### src/include/gpio_pin_port_regs.svh
/*
 * Register map, reset values and field positions of the GPIO pin port.
 * Assumes inclusion by bare name from files that use these macros.
 */
`ifndef GPIO_PIN_PORT_REGS_SVH
`define GPIO_PIN_PORT_REGS_SVH

// ============================================================
// Widths
// ============================================================
`define GPP_PINS 16
`define GPP_DATA_W 32
`define GPP_ADDR_W 32
`define GPP_UPPER_W 16
`define GPP_GC_W 3

// ============================================================
// Register byte addresses on the config bus
// ============================================================
`define GPP_ADDR_ENABLE 32'h01b00000
`define GPP_ADDR_DIRECTION 32'h01b00004
`define GPP_ADDR_VALUE 32'h01b00008
`define GPP_ADDR_RISE_DELTA 32'h01b00010
`define GPP_ADDR_RISE_MASK 32'h01b00014
`define GPP_ADDR_FALL_DELTA 32'h01b00018
`define GPP_ADDR_FALL_MASK 32'h01b0001c
`define GPP_ADDR_GLOBAL_CTRL 32'h01b00020
`define GPP_ADDR_POLARITY 32'h01b00024

// ============================================================
// Reset values
// ============================================================
`define GPP_ENABLE_RST 16'h00ff
`define GPP_DIRECTION_RST 16'h0000
`define GPP_PIN_ZERO 16'h0000
`define GPP_GC_RST 3'h0
`define GPP_UPPER_ZERO 16'h0000
`define GPP_DATA_ZERO 32'h00000000

// ============================================================
// Global control fields
// ============================================================
`define GPP_GC_MODE_HI 1
`define GPP_GC_MODE_LO 0
`define GPP_GC_DMA_BIT 2
// Bus bit that carries the DMA enable on writes and reads
`define GPP_GC_DMA_WBIT 4
// Read-back zero padding above, and zero gap below, the DMA enable
`define GPP_GC_READ_PAD_W 27
`define GPP_GC_READ_GAP 2'h0

`endif

### src/include/gpio_pin_port_pkg.sv
/*
 * Types shared by the GPIO pin port.
 * Assumes compilation before any design file that names it.
 */
`default_nettype none

package gpio_pin_port_pkg;

	// ============================================================
	// Event generation modes
	// ============================================================
	typedef enum logic [1:0] {
		EVT_OFF,   // No events raised
		EVT_ANY,   // Pulse on every new masked transition
		EVT_ALL    // Pulse once all masked deltas are latched
	} event_mode_t;

endpackage : gpio_pin_port_pkg

`default_nettype wire

### src/hw/gpio_input_sync.sv
/*
 * Two-flop synchroniser and edge detector for the sixteen port pins.
 * Assumes pin levels are asynchronous to clock; reset is synchronous.
 */
`timescale 1ns/1ps
`default_nettype none
`include "gpio_pin_port_regs.svh"

module gpio_input_sync (
	input wire logic clock,
	input wire logic sys_rst,
	input wire logic [`GPP_PINS-1:0] pin_async,
	output logic [`GPP_PINS-1:0] pin_level,
	output logic [`GPP_PINS-1:0] pin_rise,
	output logic [`GPP_PINS-1:0] pin_fall
);

	// ============================================================
	// Synchroniser and history
	// ============================================================
	logic [`GPP_PINS-1:0] meta_q; // First stage, read only by stage two
	logic [`GPP_PINS-1:0] sync_q; // Stable sampled level
	logic [`GPP_PINS-1:0] hist_q; // Level one cycle earlier

	// Shift the pins through three stages
	always_ff @(posedge clock) begin
		if (sys_rst) begin
			meta_q <= `GPP_PIN_ZERO;
			sync_q <= `GPP_PIN_ZERO;
			hist_q <= `GPP_PIN_ZERO;
		end else begin
			meta_q <= pin_async;
			sync_q <= meta_q;
			hist_q <= sync_q;
		end
	end

	// Edges come from stable stages only, never the metastable one
	assign pin_level = sync_q;
	assign pin_rise = sync_q & ~hist_q;
	assign pin_fall = ~sync_q & hist_q;

endmodule : gpio_input_sync

`default_nettype wire

### src/hw/gpio_pin_port.sv
/*
 * Sixteen-pin general-purpose I/O port with config-bus registers,
 * delta capture and CPU / DMA event pulses.
 * Assumes a single-cycle config bus master and one 25 MHz clock.
 */
// Function
// - Sixteen pins, configured by enable and direction.
// - Pin acts as GPIO only when enabled.
// - Direction zero input, one output.
// - Direction ignored while pin disabled.
// - Output pin drives written value bit.
// - Input pin reads back sampled level.
// - Pins raise CPU and DMA events, modes.
// - Direction resets zero; upper bits read zero.
// - Eight-period input level raises event.
// - Pins seven to zero enabled after reset.
`timescale 1ns/1ps
`default_nettype none
`include "gpio_pin_port_regs.svh"

module gpio_pin_port (
	input wire logic clock,
	input wire logic sys_rst,
	// Config bus
	input wire logic cfg_req,
	input wire logic cfg_write,
	input wire logic [`GPP_ADDR_W-1:0] cfg_addr,
	input wire logic [`GPP_DATA_W-1:0] cfg_wdata,
	output logic [`GPP_DATA_W-1:0] cfg_rdata,
	output logic cfg_ack,
	// Pins
	input wire logic [`GPP_PINS-1:0] port_input_pin,
	output logic [`GPP_PINS-1:0] port_output_pin,
	output logic [`GPP_PINS-1:0] port_output_en,
	// Events
	output logic cpu_event,
	output logic dma_event_target
);

	// ============================================================
	// Helper functions
	// ============================================================
	// Sticky flag update: hardware set wins over write-one-to-clear
	function automatic logic [`GPP_PINS-1:0] sticky_next(
		input logic [`GPP_PINS-1:0] cur,
		input logic [`GPP_PINS-1:0] set,
		input logic [`GPP_PINS-1:0] clr
	);
		sticky_next = (cur & ~clr) | set;
	endfunction : sticky_next

	// Widen a pin vector to a bus word, upper half zero
	function automatic logic [`GPP_DATA_W-1:0] widen(
		input logic [`GPP_PINS-1:0] v
	);
		widen = {`GPP_UPPER_ZERO, v};
	endfunction : widen

	// ============================================================
	// Registers
	// ============================================================
	logic [`GPP_PINS-1:0] pin_enable_q; // Per-pin GPIO enable
	logic [`GPP_PINS-1:0] pin_direction_q; // Per-pin direction
	logic [`GPP_PINS-1:0] pin_value_q; // Output latch
	logic [`GPP_PINS-1:0] rising_delta_q; // Latched rising edges
	logic [`GPP_PINS-1:0] rising_mask_q; // Rising event mask
	logic [`GPP_PINS-1:0] falling_delta_q; // Latched falling edges
	logic [`GPP_PINS-1:0] falling_mask_q; // Falling event mask
	logic [`GPP_GC_W-1:0] global_control_q; // Mode and DMA enable
	logic [`GPP_PINS-1:0] event_polarity_q; // Per-pin edge swap
	logic all_met_q; // Previous all-deltas condition
	logic [`GPP_PINS-1:0] rising_delta_d;
	logic [`GPP_PINS-1:0] falling_delta_d;

	// ============================================================
	// Pin sampling
	// ============================================================
	logic [`GPP_PINS-1:0] in_level; // Synchronised levels
	logic [`GPP_PINS-1:0] in_rise; // Raw rising edges
	logic [`GPP_PINS-1:0] in_fall; // Raw falling edges

	// Two flops ahead of any use; edge seen two cycles after pin
	gpio_input_sync u_sync (
		.clock(clock),
		.sys_rst(sys_rst),
		.pin_async(port_input_pin),
		.pin_level(in_level),
		.pin_rise(in_rise),
		.pin_fall(in_fall)
	);

	// ============================================================
	// Pin direction and drive
	// ============================================================
	wire [`GPP_PINS-1:0] is_output; // Enabled and set to drive
	wire [`GPP_PINS-1:0] is_input; // Enabled and sensing
	assign is_output = pin_enable_q & pin_direction_q;
	assign is_input = pin_enable_q & ~pin_direction_q;

	// Disabled pins are released; latch reaches only driving pins
	assign port_output_en = is_output;
	assign port_output_pin = pin_value_q & is_output;

	// ============================================================
	// Address decode
	// ============================================================
	wire sel_enable = cfg_addr == `GPP_ADDR_ENABLE;
	wire sel_direction = cfg_addr == `GPP_ADDR_DIRECTION;
	wire sel_value = cfg_addr == `GPP_ADDR_VALUE;
	wire sel_rise_delta = cfg_addr == `GPP_ADDR_RISE_DELTA;
	wire sel_rise_mask = cfg_addr == `GPP_ADDR_RISE_MASK;
	wire sel_fall_delta = cfg_addr == `GPP_ADDR_FALL_DELTA;
	wire sel_fall_mask = cfg_addr == `GPP_ADDR_FALL_MASK;
	wire sel_global = cfg_addr == `GPP_ADDR_GLOBAL_CTRL;
	wire sel_polarity = cfg_addr == `GPP_ADDR_POLARITY;
	wire wr = cfg_req & cfg_write; // Write strobe
	wire rd = cfg_req & ~cfg_write; // Read strobe
	wire [`GPP_PINS-1:0] wr_pins = cfg_wdata[`GPP_PINS-1:0];

	// ============================================================
	// Delta capture
	// ============================================================
	wire [`GPP_PINS-1:0] ev_rise; // Polarity-adjusted rising
	wire [`GPP_PINS-1:0] ev_fall; // Polarity-adjusted falling
	wire [`GPP_PINS-1:0] clr_rise; // Software clear of rising
	wire [`GPP_PINS-1:0] clr_fall; // Software clear of falling

	// Only enabled input pins report transitions
	assign ev_rise = is_input &
		((in_rise & ~event_polarity_q) | (in_fall & event_polarity_q));
	assign ev_fall = is_input &
		((in_fall & ~event_polarity_q) | (in_rise & event_polarity_q));
	assign clr_rise = (wr & sel_rise_delta) ? wr_pins : `GPP_PIN_ZERO;
	assign clr_fall = (wr & sel_fall_delta) ? wr_pins : `GPP_PIN_ZERO;
	assign rising_delta_d = sticky_next(rising_delta_q, ev_rise,
		clr_rise);
	assign falling_delta_d = sticky_next(falling_delta_q, ev_fall,
		clr_fall);

	// ============================================================
	// Event generation
	// ============================================================
	gpio_pin_port_pkg::event_mode_t mode;
	assign mode = gpio_pin_port_pkg::event_mode_t'(
		global_control_q[`GPP_GC_MODE_HI:`GPP_GC_MODE_LO]);

	// New masked transition this cycle
	wire any_new = |((ev_rise & rising_mask_q) |
		(ev_fall & falling_mask_q));
	// Every masked delta latched, with at least one mask bit set
	wire mask_set = |(rising_mask_q | falling_mask_q);
	wire all_met = mask_set &
		((rising_delta_d & rising_mask_q) == rising_mask_q) &
		((falling_delta_d & falling_mask_q) == falling_mask_q);
	logic fire; // Event decision for this cycle

	// Mode selects when a pulse is raised
	always_comb begin
		fire = 1'b0;
		unique case (mode)
			gpio_pin_port_pkg::EVT_OFF: fire = 1'b0;
			gpio_pin_port_pkg::EVT_ANY: fire = any_new;
			gpio_pin_port_pkg::EVT_ALL: fire = all_met & ~all_met_q;
			default: fire = 1'b0; // Unused code raises nothing
		endcase
	end

	// ============================================================
	// Read mux
	// ============================================================
	wire [`GPP_PINS-1:0] value_view; // Live value seen by software
	// Output pins echo the latch, input pins the sampled level
	assign value_view = (pin_value_q & is_output) |
		(in_level & is_input);
	wire [`GPP_DATA_W-1:0] gc_view = {{`GPP_GC_READ_PAD_W{1'b0}},
		global_control_q[`GPP_GC_DMA_BIT], `GPP_GC_READ_GAP,
		global_control_q[`GPP_GC_MODE_HI:`GPP_GC_MODE_LO]};
	wire [`GPP_DATA_W-1:0] rd_word =
		sel_enable ? widen(pin_enable_q) :
		sel_direction ? widen(pin_direction_q) :
		sel_value ? widen(value_view) :
		sel_rise_delta ? widen(rising_delta_q) :
		sel_rise_mask ? widen(rising_mask_q) :
		sel_fall_delta ? widen(falling_delta_q) :
		sel_fall_mask ? widen(falling_mask_q) :
		sel_global ? gc_view :
		sel_polarity ? widen(event_polarity_q) :
		`GPP_DATA_ZERO;

	// ============================================================
	// Configuration registers
	// ============================================================
	// Writes land at the request edge; reserved addresses touch nothing
	always_ff @(posedge clock) begin
		if (sys_rst) begin
			pin_enable_q <= `GPP_ENABLE_RST;
			pin_direction_q <= `GPP_DIRECTION_RST;
			pin_value_q <= `GPP_PIN_ZERO;
			rising_mask_q <= `GPP_PIN_ZERO;
			falling_mask_q <= `GPP_PIN_ZERO;
			global_control_q <= `GPP_GC_RST;
			event_polarity_q <= `GPP_PIN_ZERO;
		end else if (wr) begin
			if (sel_enable) pin_enable_q <= wr_pins;
			if (sel_direction) pin_direction_q <= wr_pins;
			if (sel_value) pin_value_q <= wr_pins;
			if (sel_rise_mask) rising_mask_q <= wr_pins;
			if (sel_fall_mask) falling_mask_q <= wr_pins;
			if (sel_global) global_control_q <= {
				cfg_wdata[`GPP_GC_DMA_WBIT],
				cfg_wdata[`GPP_GC_MODE_HI:`GPP_GC_MODE_LO]};
			if (sel_polarity) event_polarity_q <= wr_pins;
		end
	end

	// ============================================================
	// Status, events and bus answer
	// ============================================================
	// Deltas and event pulses update every cycle
	always_ff @(posedge clock) begin
		if (sys_rst) begin
			rising_delta_q <= `GPP_PIN_ZERO;
			falling_delta_q <= `GPP_PIN_ZERO;
			all_met_q <= 1'b0;
			cpu_event <= 1'b0;
			dma_event_target <= 1'b0;
			cfg_ack <= 1'b0;
			cfg_rdata <= `GPP_DATA_ZERO;
		end else begin
			rising_delta_q <= rising_delta_d;
			falling_delta_q <= falling_delta_d;
			all_met_q <= all_met;
			// Edge to pulse is three cycles, well inside eight
			cpu_event <= fire;
			dma_event_target <= fire &
				global_control_q[`GPP_GC_DMA_BIT];
			cfg_ack <= cfg_req;
			cfg_rdata <= rd ? rd_word : `GPP_DATA_ZERO;
		end
	end

endmodule : gpio_pin_port

`default_nettype wire

### config.mk
export PLATFORM = sky130hd
export DESIGN_NAME = gpio_pin_port
export DESIGN_NICKNAME = d
export VERILOG_FILES = /design/src/include/gpio_pin_port_pkg.sv /design/src/hw/gpio_input_sync.sv /design/src/hw/gpio_pin_port.sv
export VERILOG_INCLUDE_DIRS = /design/src /design/src/include
export SDC_FILE = /design/constraint.sdc
export NUM_CORES = 1
export LEC_CHECK = 0
export ABC_AREA = 1
export BUFFER_PORTS_ARGS = -buffer_cell sky130_fd_sc_hd__buf_2
export CAP_MARGIN = 20
export CORE_MARGIN = 1
export CORE_UTILIZATION = 55
export CTS_CLUSTER_DIAMETER = 120
export CTS_CLUSTER_SIZE = 20
export DETAILED_ROUTE_END_ITERATION = 8
export MAX_ROUTING_LAYER = met4
export PLACE_DENSITY_LB_ADDON = 0.15
export SLEW_MARGIN = 20
export SYNTH_ARGS = -nofsm -noshare
export SYNTH_HDL_FRONTEND = slang
export SYNTH_SLANG_ARGS = --single-unit
### constraint.sdc
create_clock -name clock -period 3.1 [get_ports clock]
set_input_delay 0.31 -clock clock [delete_from_list [all_inputs] [get_ports clock]]
set_output_delay 0.31 -clock clock [all_outputs]
set_load 0.01 [all_outputs]
==> run_results.csv <==
group,metric,value,unit
final_layout,fin_area,10800,sq um
clock_tree,cts_buffers,17,
sta,final_max_slew_viol_count,0,
synthesis,synth_edf_count,0,
drt,finalWirelength,30.4,mm
sta,worst_pin_slew,0.955,ns
drt,drc,0,
synthesis,synth_ff_type,"dfxtp_1",
run_status,status,"complete, no violations",
sta,rsz0062_at_grt,"no",
final_layout,utilization,0.647,
clock_tree,cts-resized-gates,0,
worst_setup_path,critical_path.top_delay_family,"simple AND/OR/NAND/NOR gates",
clock_tree,clk_latency,0.45,ns
floorplanning,rows,47,
drt,drt_iter0_markers,1281,
worst_setup_path,slowest_delay,0.36,ns
sta,fmax,466,MHz
power,total_power,4.97,mW
worst_setup_path,critical_path_buf_inv_count,3,
placed_design,io_buffers,118,
worst_setup_path,crit_path_max_fanout,25,
worst_setup_path,slowest_stage,"or2_2",
synthesis,synth.area.top_cells,"dfxtp_1, a21oi_1, o21ai_0",
drt,routed-via-count,9861,
final_layout,drive_above_1_share,0.138,
worst_setup_path,start_kind,"primary input",
worst_setup_path,path_cells,"buf_2 > nor2_2 > nand2_1 > nor3_1 > inv_2 > nor2_4 > inv_2 > or2_2 > a21oi_1 > o21ai_1 > nand2_1 > a21oi_1",
clock_tree,cts_buffer_depth,2,
final_layout,fillerInstances,1590,
synthesis,post_synth.cell_area_avg,6.90,sq um
sta,period_minus_slack,2.15,ns
clock_tree,cts_max_level,4,
synthesis,ys_seq_area_frac,0.416,
sta,hold_viol_final,0,
drt,detail_route.wl_per_cell,17.8,um
placed_design,placed_area,10300,sq um
floorplanning,dieArea,17900,sq um
placed_design,finalWeightedCongestion,0.949,
worst_setup_path,cp.depth,12,
sta,setup_viol,0,
synthesis,synth-async-reset-ratio,0,
clock_tree,root_buffer,"clkbuf_16",
grt,gr-total-overflow,0,
worst_setup_path,cp.arrival,2.48,ns
worst_setup_path,setup.worst_path.end_class,"flip-flop",
final_layout,fin_nets,1567,
clock_tree,cts_hold_buffers,0,
min_path,hold_path.class,"in -> reg",
floorplanning,die_y,134,um
floorplanning,start_util,0.571,
synthesis,synth-seq-cells,199,
synthesis,synthTopCellsByCount,"a21oi_1, inv_1, dfxtp_1, o21ai_0, nor2_1",
sta,maxSlewHeadroom,0.363,
clock_tree,cts.sink_count,199,
final_layout,area_delta_synth_final,13.3,%
sta,hold_ws,0.0601,ns
grt,grt_pass1_vias,8848,
floorplanning,fp.dieW,134,um
synthesis,synth_top_area_frac,0.416,
sta,fin_worst_skew,0.0105,ns
min_path,worstHoldPathCells,3,
synthesis,syn_inst,1386,
drt,first_pass_iters,7,
power,p_leak,4.74,nW
grt,grt_pass1_wl,47.3,mm
synthesis,yosys_warnings,0,
synthesis,ys_types,38,
clock_tree,clk_pin_slew,0.07,ns
placed_design,dpl.hpwl,21.7,mm
worst_setup_path,crit_type,"in -> reg",
worst_setup_path,r2r_cells,14,
floorplanning,coreArea,16800,sq um
synthesis,synthesis.area,9570,sq um
drt,via_per_inst,5.76,
clock_tree,cts_tree,"yes",
synthesis,synth_largest_area_cell,"dfxtp_1",
worst_setup_path,critPathRequiredTime,3.44,ns
clock_tree,postCtsSetupBuffers,0,
power,power.density,458,nW/um^2
power,ir_drop,0.432,mV
synthesis,synth.most_common_cell,"a21oi_1",
floorplanning,io-pin-count,151,
grt,grt_usage,0.356,
grt,antenna_found_initial,1,
drt,ant_nets,0,
grt,grt_max_degree,83,
sta,period_share,0.693,
sta,fin_setup_tns,0,ns
flow_run,maxCapViolCount,0,
==> through the flow <==
step / worst slack [ns] / std cells
floorplan: 1.32 / 1401
global placement: 0.613 / 1682
detailed placement: 0.591 / 1682
CTS: 1.01 / 1712
global route: 0.743 / 1713
finish: 0.953 / 1713
==> sequential cells by signal, indices dropped and copies added, names as in the netlist, 16 cells and up <==
name / flops
pin_direction_q: 16
falling_mask_q: 16
u_sync.pin_level: 16
falling_delta_q: 16
pin_enable_q: 16
u_sync.hist_q: 16
rising_mask_q: 16
event_polarity_q: 16
rising_delta_q: 16
u_sync.meta_q: 16
cfg_rdata: 16
pin_value_q: 16
==> cell families after synthesis <==
family	Yosys count	share of synthesized area
other cells	1	0.000392
simple gates	435	0.207
compound gates	462	0.252
fa+ha+maj	2	0.00262
flops	199	0.416
buf+inv	287	0.122
==> worst paths after layout <==
path	end	slack, ns	start
setup / recovery	cfg_rdata[3]	0.95	cfg_addr[1]
setup reg to reg	dma_event_target	0.96	pin_enable_q[9]
hold / removal	u_sync.meta_q[2]	0.06	port_input_pin[2]
hold reg to reg	u_sync.pin_level[13]	0.40	u_sync.meta_q[13]
==> area by class of cell <==
type | instances | area (sq um) | share of cell area
inverter | 212 | 796 | 0.0734
clock inverter | 13 | 116 | 0.0107
multi-input combinational | 915 | 4480 | 0.413
sequential | 199 | 3980 | 0.367
timing repair buffer | 136 | 763 | 0.0704
antenna | 1 | 2.50 | 0.000231
tap | 220 | 275 | 0.0254
clock buffer | 17 | 425 | 0.0392
==> where the power goes <==
part           internal, mW  leakage, nW  switching [mW]
clock                  1.05        0.255            1.08
sequential             2.59         1.61          0.0246
combinational        0.0682         2.87           0.159
==> routing by layer <==
metal,up-vias,wire [um],global-route usage
met2,601,12600,0.499
met1,4421,13200,0.486
met5,-,0,-
met4,0,713,0.115
met3,69,3910,0.104
li1,4770,-,-
==> cell usage in the layout (no fill, tap or decap), types with 12 or more instances in the layout <==
cell type,synthesis,routed
buf_4,16,15
buf_2,17,118
dfxtp_1,199,199
clkbuf_16,0,17
inv_1,205,204
a211oi_1,15,15
conb_1,1,16
nand4_1,15,15
o21ai_0,162,162
nor3_1,19,19
nand3_1,73,73
nor2_1,145,143
nor2_2,10,12
nand2_1,137,137
o21ai_1,39,39
a21oi_1,214,214
o22ai_1,14,14
==> worst register-to-register path: cells and delay by family (launching register included) <==
kind	cells	cell delay, ns
simple gates	11	1.41
buf+inv	3	0.28
flops	1	0.37
(Power assumes the default switching activity.)
